==> config.mk <==
export PLATFORM = sky130hd
export DESIGN_NAME = rtal_top
export DESIGN_NICKNAME = d
export VERILOG_FILES = /design/src/hdl/rtal_pkg.sv /design/src/hdl/rtal_sync.sv /design/src/hdl/rtal_top.sv
export VERILOG_INCLUDE_DIRS = /design/src /design/src/hdl
export SDC_FILE = /design/constraint.sdc
export NUM_CORES = 1
export LEC_CHECK = 0
export BUFFER_PORTS_ARGS = -buffer_cell sky130_fd_sc_hd__clkbuf_2
export CORE_MARGIN = 2
export CORE_UTILIZATION = 39
export CTS_CLUSTER_SIZE = 12
export DETAILED_ROUTE_END_ITERATION = 16
export PLACE_DENSITY = 0.76
export SLEW_MARGIN = 20
export SYNTH_ARGS = -nofsm -noshare
export SYNTH_HDL_FRONTEND = slang
export SYNTH_SLANG_ARGS = --single-unit
==> constraint.sdc <==
create_clock -name ref_clk -period 1.8 [get_ports ref_clk]
set_input_delay 0.09 -clock ref_clk [delete_from_list [all_inputs] [get_ports ref_clk]]
set_output_delay 0.09 -clock ref_clk [all_outputs]
set_load 0.05 [all_outputs]
==> src/hdl/rtal_defs.svh <==
// Constants for the terminal address latch and status output block
`ifndef RTAL_DEFS_SVH
`define RTAL_DEFS_SVH
// ==========================================================
// Register byte offsets
`define RTAL_CFG4_OFS 12'h010
`define RTAL_CFG5_OFS 12'h014
`define RTAL_CFG6_OFS 12'h018
`define RTAL_CFG7_OFS 12'h01C
`define RTAL_STAT_OFS 12'h020
// ==========================================================
// Field positions
`define RTAL_LATEN_BIT 3
`define RTAL_SRC_BIT 5
`define RTAL_PULSE_SEL_BIT 0
// ==========================================================
// Reset values and timing
`define RTAL_CFG_RST 1'b0
`define RTAL_ADDR_RST 6'h00
`define RTAL_PULSE_CYC 2'h2
`endif

==> src/hdl/rtal_pkg.sv <==
// Types for the terminal address latch and status output block
package rtal_pkg;
   typedef enum logic [1:0] {RTAL_TRACK, RTAL_HELD, RTAL_SOFT} rtal_mode_e;
   typedef logic [5:0] rtal_addr_t;
endpackage

==> src/hdl/rtal_sync.sv <==
// Two flip-flop synchroniser, one per bit
`timescale 1ns/10ps
module rtal_sync #(
   parameter int WIDTH = 1
) (
   input wire logic ref_clk,
   input wire logic reset_n,
   input wire logic [WIDTH-1:0] async_in,
   output logic [WIDTH-1:0] sync_out
);
   logic [WIDTH-1:0] meta_ff;
   always_ff @(posedge ref_clk or negedge reset_n) begin
      if (!reset_n) begin
         meta_ff <= '0;
         sync_out <= '0;
      end else begin
         meta_ff <= async_in;
         sync_out <= meta_ff;
      end
   end
endmodule

==> src/hdl/rtal_top.sv <==
// Terminal address latch and shared status output with AHB-Lite registers
//
// Design decisions made here: the AHB-Lite register port and the register offsets.
`timescale 1ns/10ps
`include "rtal_defs.svh"
module rtal_top (
   input wire logic ref_clk,
   input wire logic reset_n,
   input wire logic hsel,
   input wire logic [11:0] haddr,
   input wire logic [1:0] htrans,
   input wire logic hwrite,
   input wire logic [2:0] hsize,
   input wire logic [31:0] hwdata,
   input wire logic hready,
   output logic [31:0] hrdata,
   output logic hreadyout,
   output logic hresp,
   input wire logic [4:0] terminal_address_straps,
   input wire logic terminal_address_parity_strap,
   input wire logic terminal_address_latch_pin,
   input wire logic message_active,
   input wire logic terminal_mode,
   input wire logic reset_cmd_rx,
   output logic [5:0] terminal_address_ff,
   output logic status_out_n_ff
);
   // ==========================================================
   // Pin synchronisers
   logic [6:0] pins_sync;
   logic latch_q_ff;
   logic latch_rise;
   rtal_sync #(.WIDTH(7)) u_sync (
      .ref_clk(ref_clk),
      .reset_n(reset_n),
      .async_in({terminal_address_latch_pin, terminal_address_parity_strap,
                 terminal_address_straps}),
      .sync_out(pins_sync)
   );
   wire logic [5:0] strap_word = {pins_sync[4:0], pins_sync[5]};
   wire logic latch_lvl = pins_sync[6];
   always_ff @(posedge ref_clk or negedge reset_n) begin
      if (!reset_n) begin
         latch_q_ff <= 1'b0;
      end else begin
         latch_q_ff <= latch_lvl;
      end
   end
   assign latch_rise = latch_lvl & ~latch_q_ff;
   // ==========================================================
   // AHB-Lite slave
   logic wr_pend_ff;
   logic [11:0] wr_addr_ff;
   logic host_address_write_enable_ff;
   logic address_source_select_ff;
   logic pulse_sel_ff;
   logic [5:0] host_addr_ff;
   logic soft_latched_ff;
   wire logic take = hsel & hready & htrans[1];
   always_ff @(posedge ref_clk or negedge reset_n) begin
      if (!reset_n) begin
         wr_pend_ff <= 1'b0;
         wr_addr_ff <= 12'h000;
      end else begin
         wr_pend_ff <= take & hwrite;
         wr_addr_ff <= haddr;
      end
   end
   wire logic wr_cfg5 = wr_pend_ff && (wr_addr_ff == `RTAL_CFG5_OFS);
   always_ff @(posedge ref_clk or negedge reset_n) begin
      if (!reset_n) begin
         host_address_write_enable_ff <= `RTAL_CFG_RST;
         address_source_select_ff <= `RTAL_CFG_RST;
         pulse_sel_ff <= `RTAL_CFG_RST;
         host_addr_ff <= `RTAL_ADDR_RST;
      end else if (wr_pend_ff) begin
         case (wr_addr_ff)
            `RTAL_CFG4_OFS: begin
               host_address_write_enable_ff <= hwdata[`RTAL_LATEN_BIT];
            end
            `RTAL_CFG5_OFS: begin
               if (host_address_write_enable_ff) begin
                  host_addr_ff <= hwdata[5:0];
               end
            end
            `RTAL_CFG6_OFS: begin
               address_source_select_ff <= hwdata[`RTAL_SRC_BIT];
            end
            `RTAL_CFG7_OFS: begin
               pulse_sel_ff <= hwdata[`RTAL_PULSE_SEL_BIT];
            end
            default: begin
            end
         endcase
      end
   end
   // Host address counts only once actually written in software mode
   always_ff @(posedge ref_clk or negedge reset_n) begin
      if (!reset_n) begin
         soft_latched_ff <= 1'b0;
      end else if (!address_source_select_ff) begin
         soft_latched_ff <= 1'b0;
      end else if (wr_cfg5 && host_address_write_enable_ff) begin
         soft_latched_ff <= 1'b1;
      end
   end
   // Read data is registered, so every access takes one wait-free phase
   logic [31:0] nxt_rdata;
   always_comb begin
      nxt_rdata = 32'h0000_0000;
      case (haddr)
         `RTAL_CFG4_OFS: nxt_rdata[`RTAL_LATEN_BIT] =
            host_address_write_enable_ff;
         `RTAL_CFG5_OFS: nxt_rdata[5:0] = host_addr_ff;
         `RTAL_CFG6_OFS: nxt_rdata[`RTAL_SRC_BIT] = address_source_select_ff;
         `RTAL_CFG7_OFS: nxt_rdata[`RTAL_PULSE_SEL_BIT] = pulse_sel_ff;
         `RTAL_STAT_OFS: nxt_rdata[5:0] = terminal_address_ff;
         default: nxt_rdata = 32'h0000_0000;
      endcase
   end
   always_ff @(posedge ref_clk or negedge reset_n) begin
      if (!reset_n) begin
         hrdata <= 32'h0000_0000;
         hreadyout <= 1'b1;
         hresp <= 1'b0;
      end else begin
         hreadyout <= 1'b1;
         hresp <= 1'b0;
         if (take && !hwrite) begin
            hrdata <= nxt_rdata;
         end
      end
   end
   // ==========================================================
   // Terminal address selection
   rtal_pkg::rtal_mode_e mode;
   always_comb begin
      if (!latch_lvl) begin
         mode = rtal_pkg::RTAL_TRACK;
      end else if (address_source_select_ff) begin
         mode = rtal_pkg::RTAL_SOFT;
      end else begin
         mode = rtal_pkg::RTAL_HELD;
      end
   end
   always_ff @(posedge ref_clk or negedge reset_n) begin
      if (!reset_n) begin
         terminal_address_ff <= `RTAL_ADDR_RST;
      end else begin
         case (mode)
            rtal_pkg::RTAL_TRACK: terminal_address_ff <= strap_word;
            rtal_pkg::RTAL_HELD: begin
               if (latch_rise) begin
                  terminal_address_ff <= strap_word;
               end
            end
            rtal_pkg::RTAL_SOFT: begin
               if (soft_latched_ff) begin
                  terminal_address_ff <= host_addr_ff;
               end
            end
            default: terminal_address_ff <= strap_word;
         endcase
      end
   end
   // ==========================================================
   // Shared status output
   logic cmd_q_ff;
   logic [1:0] pulse_cnt_ff;
   wire logic cmd_rise = reset_cmd_rx & ~cmd_q_ff;
   always_ff @(posedge ref_clk or negedge reset_n) begin
      if (!reset_n) begin
         cmd_q_ff <= 1'b0;
         pulse_cnt_ff <= 2'h0;
      end else begin
         cmd_q_ff <= reset_cmd_rx;
         // The edge cycle itself drives low, so the count holds the rest
         if (cmd_rise && terminal_mode) begin
            pulse_cnt_ff <= `RTAL_PULSE_CYC - 2'h1;
         end else if (pulse_cnt_ff != 2'h0) begin
            pulse_cnt_ff <= pulse_cnt_ff - 2'h1;
         end
      end
   end
   always_ff @(posedge ref_clk or negedge reset_n) begin
      if (!reset_n) begin
         status_out_n_ff <= 1'b1;
      end else if (pulse_sel_ff) begin
         status_out_n_ff <= !(pulse_cnt_ff != 2'h0 ||
                              (cmd_rise && terminal_mode));
      end else begin
         status_out_n_ff <= !message_active;
      end
   end
   // ==========================================================
   // Checks
   property p_track;
      @(posedge ref_clk) disable iff (!reset_n)
      !latch_lvl |=> terminal_address_ff == $past(strap_word);
   endproperty
   a_track: assert property (p_track) else $error("track failed");
   property p_hold;
      @(posedge ref_clk) disable iff (!reset_n)
      (latch_lvl && !latch_rise && !address_source_select_ff) |=>
         $stable(terminal_address_ff);
   endproperty
   a_hold: assert property (p_hold) else $error("hold failed");
   property p_soft;
      @(posedge ref_clk) disable iff (!reset_n)
      (latch_lvl && address_source_select_ff && soft_latched_ff) |=>
         terminal_address_ff == $past(host_addr_ff);
   endproperty
   a_soft: assert property (p_soft) else $error("soft failed");
   property p_msg;
      @(posedge ref_clk) disable iff (!reset_n)
      !pulse_sel_ff |=> status_out_n_ff == !$past(message_active);
   endproperty
   a_msg: assert property (p_msg) else $error("msg failed");
   property p_pulse;
      @(posedge ref_clk) disable iff (!reset_n)
      (pulse_sel_ff && cmd_rise && terminal_mode && pulse_cnt_ff == 2'h0)
         |=> !status_out_n_ff ##1 !status_out_n_ff;
   endproperty
   a_pulse: assert property (p_pulse) else $error("pulse failed");
   property p_pulse_end;
      @(posedge ref_clk) disable iff (!reset_n)
      (pulse_sel_ff && pulse_cnt_ff == 2'h0 && !(cmd_rise && terminal_mode))
         |=> status_out_n_ff;
   endproperty
   a_pulse_end: assert property (p_pulse_end) else $error("pulse too long");
endmodule

Word level (Yosys, flattened, before mapping). Cells that the tools add are included.

Bits in registers: 54.

Add/sub/neg operators: 1. Equal/unequal tests: 14. Muxes and demuxes: 15. Bitwise operators: 7. Reductions and logical operators: 15.

Operators with widths (number): 12-bit by 5-bit == test with 1-bit output (second input constant) (8); 12-bit by 6-bit == test with 1-bit output (second input constant) (1); 6-bit two-way mux (2); 6-bit case mux with 2 select lines (1); 1-bit case mux with 3 select lines (3); 2-bit two-way mux (4); 2-bit AND reduction (4); 1-bit bitwise AND (5); 1-bit logical AND (4); 2-bit != test (second input constant) (2); 2-bit case mux with 2 select lines (1); 2-bit nonzero test (2); 1-bit zero test (3); 1-bit two-way mux (3); 3-bit AND reduction (1); 2-bit by 1-bit == test with 1-bit output (second input constant) (1); 2-bit == test (second input constant) (1); 2-bit by 1-bit != test with 1-bit output (second input constant) (1); 1-bit inverter (2); 1-bit case mux with 2 select lines (1); 2-bit by 1-bit subtractor with 2-bit output (second input constant) (1); 1-bit logical OR (1).

Longest topological paths before layout.
Depth in word-level cells: 6. Gate-level depth with buffers: 5. Mapped depth without buffers: 5.

Hierarchy. Synthesis repeated with hierarchy kept, for this count alone.

Cells, all modules: 168. Area total of the unflattened synthesis: 2277.2 sq um.

Modules (own cells, without submodules): rtal_top (instances 1, cells an instance 154, area each 1926.8 sq um); rtal_sync (instances 1, cells an instance 14, area each 350.3 sq um).

Least setup slack after synthesis. Ideal clock, no wire load.

Kind: register -> register. Start point: reg wr_addr_ff[8]. End point: reg host_addr_ff[0]. Library setup time: 125 ps. Data arrival time: 1768 ps. Setup slack: -93 ps. Stages on the path, launching flop included: 5. Path buffers: 0. Period minus slack after synthesis: 1893 ps. Path through: dfrtp_1 or4b_1 nand3b_1 nor3b_4 mux2_2.

Word-level cells in the longest chain between the ends: 2.

RTL lines: start: declaration (RTL line rtal_top.sv:53) `logic [11:0] wr_addr_ff;`; start signal: assignment (RTL line rtal_top.sv:66) `wr_addr_ff <= haddr;`; 12-bit by 5-bit == test with 1-bit output (RTL line rtal_top.sv:77) `case (wr_addr_ff)`; 3-bit AND reduction (no line); end signal: assignment (RTL line rtal_top.sv:75) `` host_addr_ff <= `RTAL_ADDR_RST; ``; end signal: assignment (RTL line rtal_top.sv:83) `host_addr_ff <= hwdata[5:0];`; end: declaration (RTL line rtal_top.sv:57) `logic [5:0] host_addr_ff;`.

Every way passes these cells. A chain may end at the register's enable or synchronous reset.

Worst setup path in the final report.
Start point: reg wr_addr_ff[10]. End point: reg pulse_sel_ff.

Word-level cells in the longest chain between the ends: 2.

RTL lines: 12-bit by 5-bit == test with 1-bit output (RTL line rtal_top.sv:77); 2-bit AND reduction (no line); end signal: assignment (RTL line rtal_top.sv:74) `` pulse_sel_ff <= `RTAL_CFG_RST; ``; end signal: assignment (RTL line rtal_top.sv:90) `` pulse_sel_ff <= hwdata[`RTAL_PULSE_SEL_BIT]; ``; end: declaration (RTL line rtal_top.sv:56) `logic pulse_sel_ff;`.

Every way passes these cells.

==> results by group <==
Run status
  • Outcome: finished with violations
  • Violated checks: negative setup slack

GRT
  • Vias in the first global route: 1497
  • All-Layer GR Usage: 0.146
  • Grt ovf: 0
  • Largest net degree at the start of global routing: 31
  • First-pass GRT wire length: 6.95 mm
  • Initial antenna violation count: 0

Logic synthesis
  • Top cells by area, synth: dfrtp_1 60%, buf_4 9.6%, mux2_2 5.1%, mux2i_1 3.2%, nand2_1 2.2%
  • Seq/Total Area, Yosys: 0.615
  • Yosys top cell area share: 0.603
  • Post-synth cell types: 34
  • Most numerous cell in the Yosys netlist: dfrtp_1
  • Synthesized cell area: 0.00220 mm²
  • Area leader, netlist: dfrtp_1
  • Number of synthesis warnings: 0
  • Synthesized area per cell: 12.6 µm²
  • Commonest cells in the netlist: 53 x dfrtp_1, 28 x buf_4, 13 x nand2_1
  • Syn Inst Count: 174
  • Async S/R FF share, synth: 1.00
  • Main synth FF type: dfrtp_1
  • #FFs+latches synth: 54
  • Post-synth EDFFs: 0

Critical path
  • Worst setup EP type: flop
  • CP max FO: 3
  • CP Launch Type: flop
  • R2R cell count: 5
  • Kind of critical path: reg -> reg
  • Reg-to-Reg End: pulse_sel_ff
  • Arrival time at the worst endpoint: 2.12 ns
  • FF-to-FF setup slack: -0.13 ns
  • Worst R2R Start: wr_addr_ff[10]
  • Required time at the worst-slack endpoint: 1.99 ns

Floorplan
  • Die H: 79.1 µm
  • Die ar.: 0.00626 mm²
  • Die width: 79.1 µm
  • Initial core utilization: 0.402
  • Core region area: 0.00547 mm²
  • Num rows: 27
  • # IOs: 105

Placed design
  • Placed wire-length estimate: 3.18 mm
  • Final GP Congestion: 0.774
  • Placed insts: 296
  • IO buf count: 46

Drt
  • DR WL/cell: 13.5 µm
  • DR DRC count: 0
  • Initial DRT Pass Iterations: 4
  • Vias/cell: 4.52
  • Detailed Route WL: 4.38 mm
  • Via count: 1470
  • DR iter-0 viols: 79
  • Antenna viol nets, final: 0

Worst hold path
  • Worst hold path depth: 1
  • Worst Hold Class: in -> reg
  • Min-delay src: haddr[3]
  • Worst min-delay path endpoint: wr_addr_ff[3]

CTS
  • TritonCTS Buffers: 5
  • Root Buffer Master: clkbuf_8
  • Clk buf depth: 2
  • Clock H-tree levels: 2
  • Worst-Skew Late Latency: 0.30 ns
  • CTS sink cnt: 54
  • TritonCTS clock tree: done
  • Clock Pin Slew Worst Setup and Hold Paths: 0.09 ns

Layout
  • Final Util: 0.519
  • FILL cells: 495
  • Layout cells sized above 1: 0.312
  • Area delta synth->final: 29.1%
  • Layout Nets: 317
  • # diodes: 0
  • Finished Layout Cells: 325

STA
  • Final setup TNS: -1.03 ns
  • Slew Viols, Final: 0
  • Clock Skew: 0.00299 ns
  • Final WS setup: -0.126 ns
  • Slew HR: 0.558
  • Final hold slack: 0.0102 ns
  • Finish-stage setup viols: 9
  • Fmax: 519 MHz
  • Fin crit share: 1.07
  • RSZ-0062 raised after global routing: true
  • Slew @ Worst Pin: 0.663 ns
  • Final hold viol count: 0
  • Min Tclk post-route: 1.93 ns

Pwr
  • Max VDD drop: 0.548 mV
  • Pwr dens: 922 mW/mm²
  • P_leak: 0.00138 µW
  • Tot Pwr: 2620 µW

Job
  • Max capacitance violation total: 0
==> critical path: stages (launching register included) <==
cell	delay [ns]
dfrtp_1	0.37
or4b_4	0.53
nor4_1	0.33
buf_4	0.20
nand4_1	0.11
mux2_2	0.29
==> flip-flops by register name, summed over array words and instances, names as in the netlist <==
name and count:
soft_latched_ff 1, cmd_q_ff 1, terminal_address_ff 6, wr_pend_ff 1, status_out_n_ff 1, pulse_cnt_ff 2
host_addr_ff 6, u_sync.meta_ff 7, host_address_write_enable_ff 1, pulse_sel_ff 1, u_sync.sync_out 7, wr_addr_ff 12
hrdata 6, latch_q_ff 1, address_source_select_ff 1
==> repair_timing <==
| item | in CTS | in global routing |
|---|---|---|
| setup buffers | 0 | 1 |
| hold buffers | 20 | 0 |
| pin swaps | 2 | 2 |
| resized for setup | 7 | 3 |
| endpoints found under the hold margin | 43 | 0 |
| setup endpoints to repair | 9 | 13 |
==> power breakdown <==
part           total [µW]  leakage (µW)  switching [µW]  internal (µW)
clock                 786     0.0000514             372            415
sequential           1340      0.000662            48.0           1300
combinational         489      0.000670             342            147
==> worst max path at each step <==
stage | startpoint | endpoint | slack (ns) | cells after the start
after floorplan | wr_addr_ff[8] | host_addr_ff[0] | -0.07 | 4
after global placement | wr_addr_ff[8] | host_addr_ff[4] | -0.11 | 5
after detailed placement | wr_addr_ff[8] | host_addr_ff[0] | -0.15 | 5
after CTS | wr_addr_ff[10] | host_addr_ff[0] | -0.16 | 5
after global routing | wr_addr_ff[10] | host_addr_ff[0] | -0.18 | 5
final | wr_addr_ff[10] | pulse_sel_ff | -0.13 | 5
==> kinds of logic after synthesis <==
kind of cell	synth area share
XOR/XNOR	0.00398
AO/OA/AOI/OAI	0.0586
other	0.00341
buffers and inverters	0.101
multiplexers	0.0831
adder cells (fa/ha/maj)	0.00569
flip-flops	0.615
AND/OR/NAND/NOR	0.130
==> stage by stage <==
stage,instance area [µm²],setup WS (ns)
3_5_place_dp,2480,-0.154
6_report,2840,-0.126
5_1_grt,2840,-0.181
3_3_place_gp,2480,-0.115
4_1_cts,2820,-0.160
2_1_floorplan,2300,-0.0728
==> cell usage in the layout, fill, tap and decap left out, types with 2 or more instances in the layout <==
cell and n:
dfrtp_1 53, clkbuf_2 46, conb_1 28, dlygate4sd3_1 20, nand2_1 13, nor2_1 12, mux2i_1 7, a21oi_1 7
mux2_4 6, o21ai_0 6, buf_4 6, clkbuf_8 5, mux2_2 4, a32oi_1 4, inv_1 2, nand3b_1 2
nor4_1 2, nand4b_1 2, nor2b_1 2, a22oi_1 2, buf_12 2
==> layer usage <==
metal	global-route usage	up-vias	part of all wire
li1	-	706	-
met1	0.190	698	0.44
met2	0.237	59	0.49
met3	0.0409	7	0.064
met4	0.0448	0	0.010
met5	0	-	0
==> cell type report <==
cell class	instances	area [µm²]	area share
clock buffer	6	72.6	0.0256
clock inverter	2	37.5	0.0132
inverter	2	7.51	0.00264
multi-input combinational	115	764	0.269
sequential	54	1350	0.476
tap	72	90.1	0.0317
timing repair buffer	74	515	0.181
(Power assumes the default switching activity.)
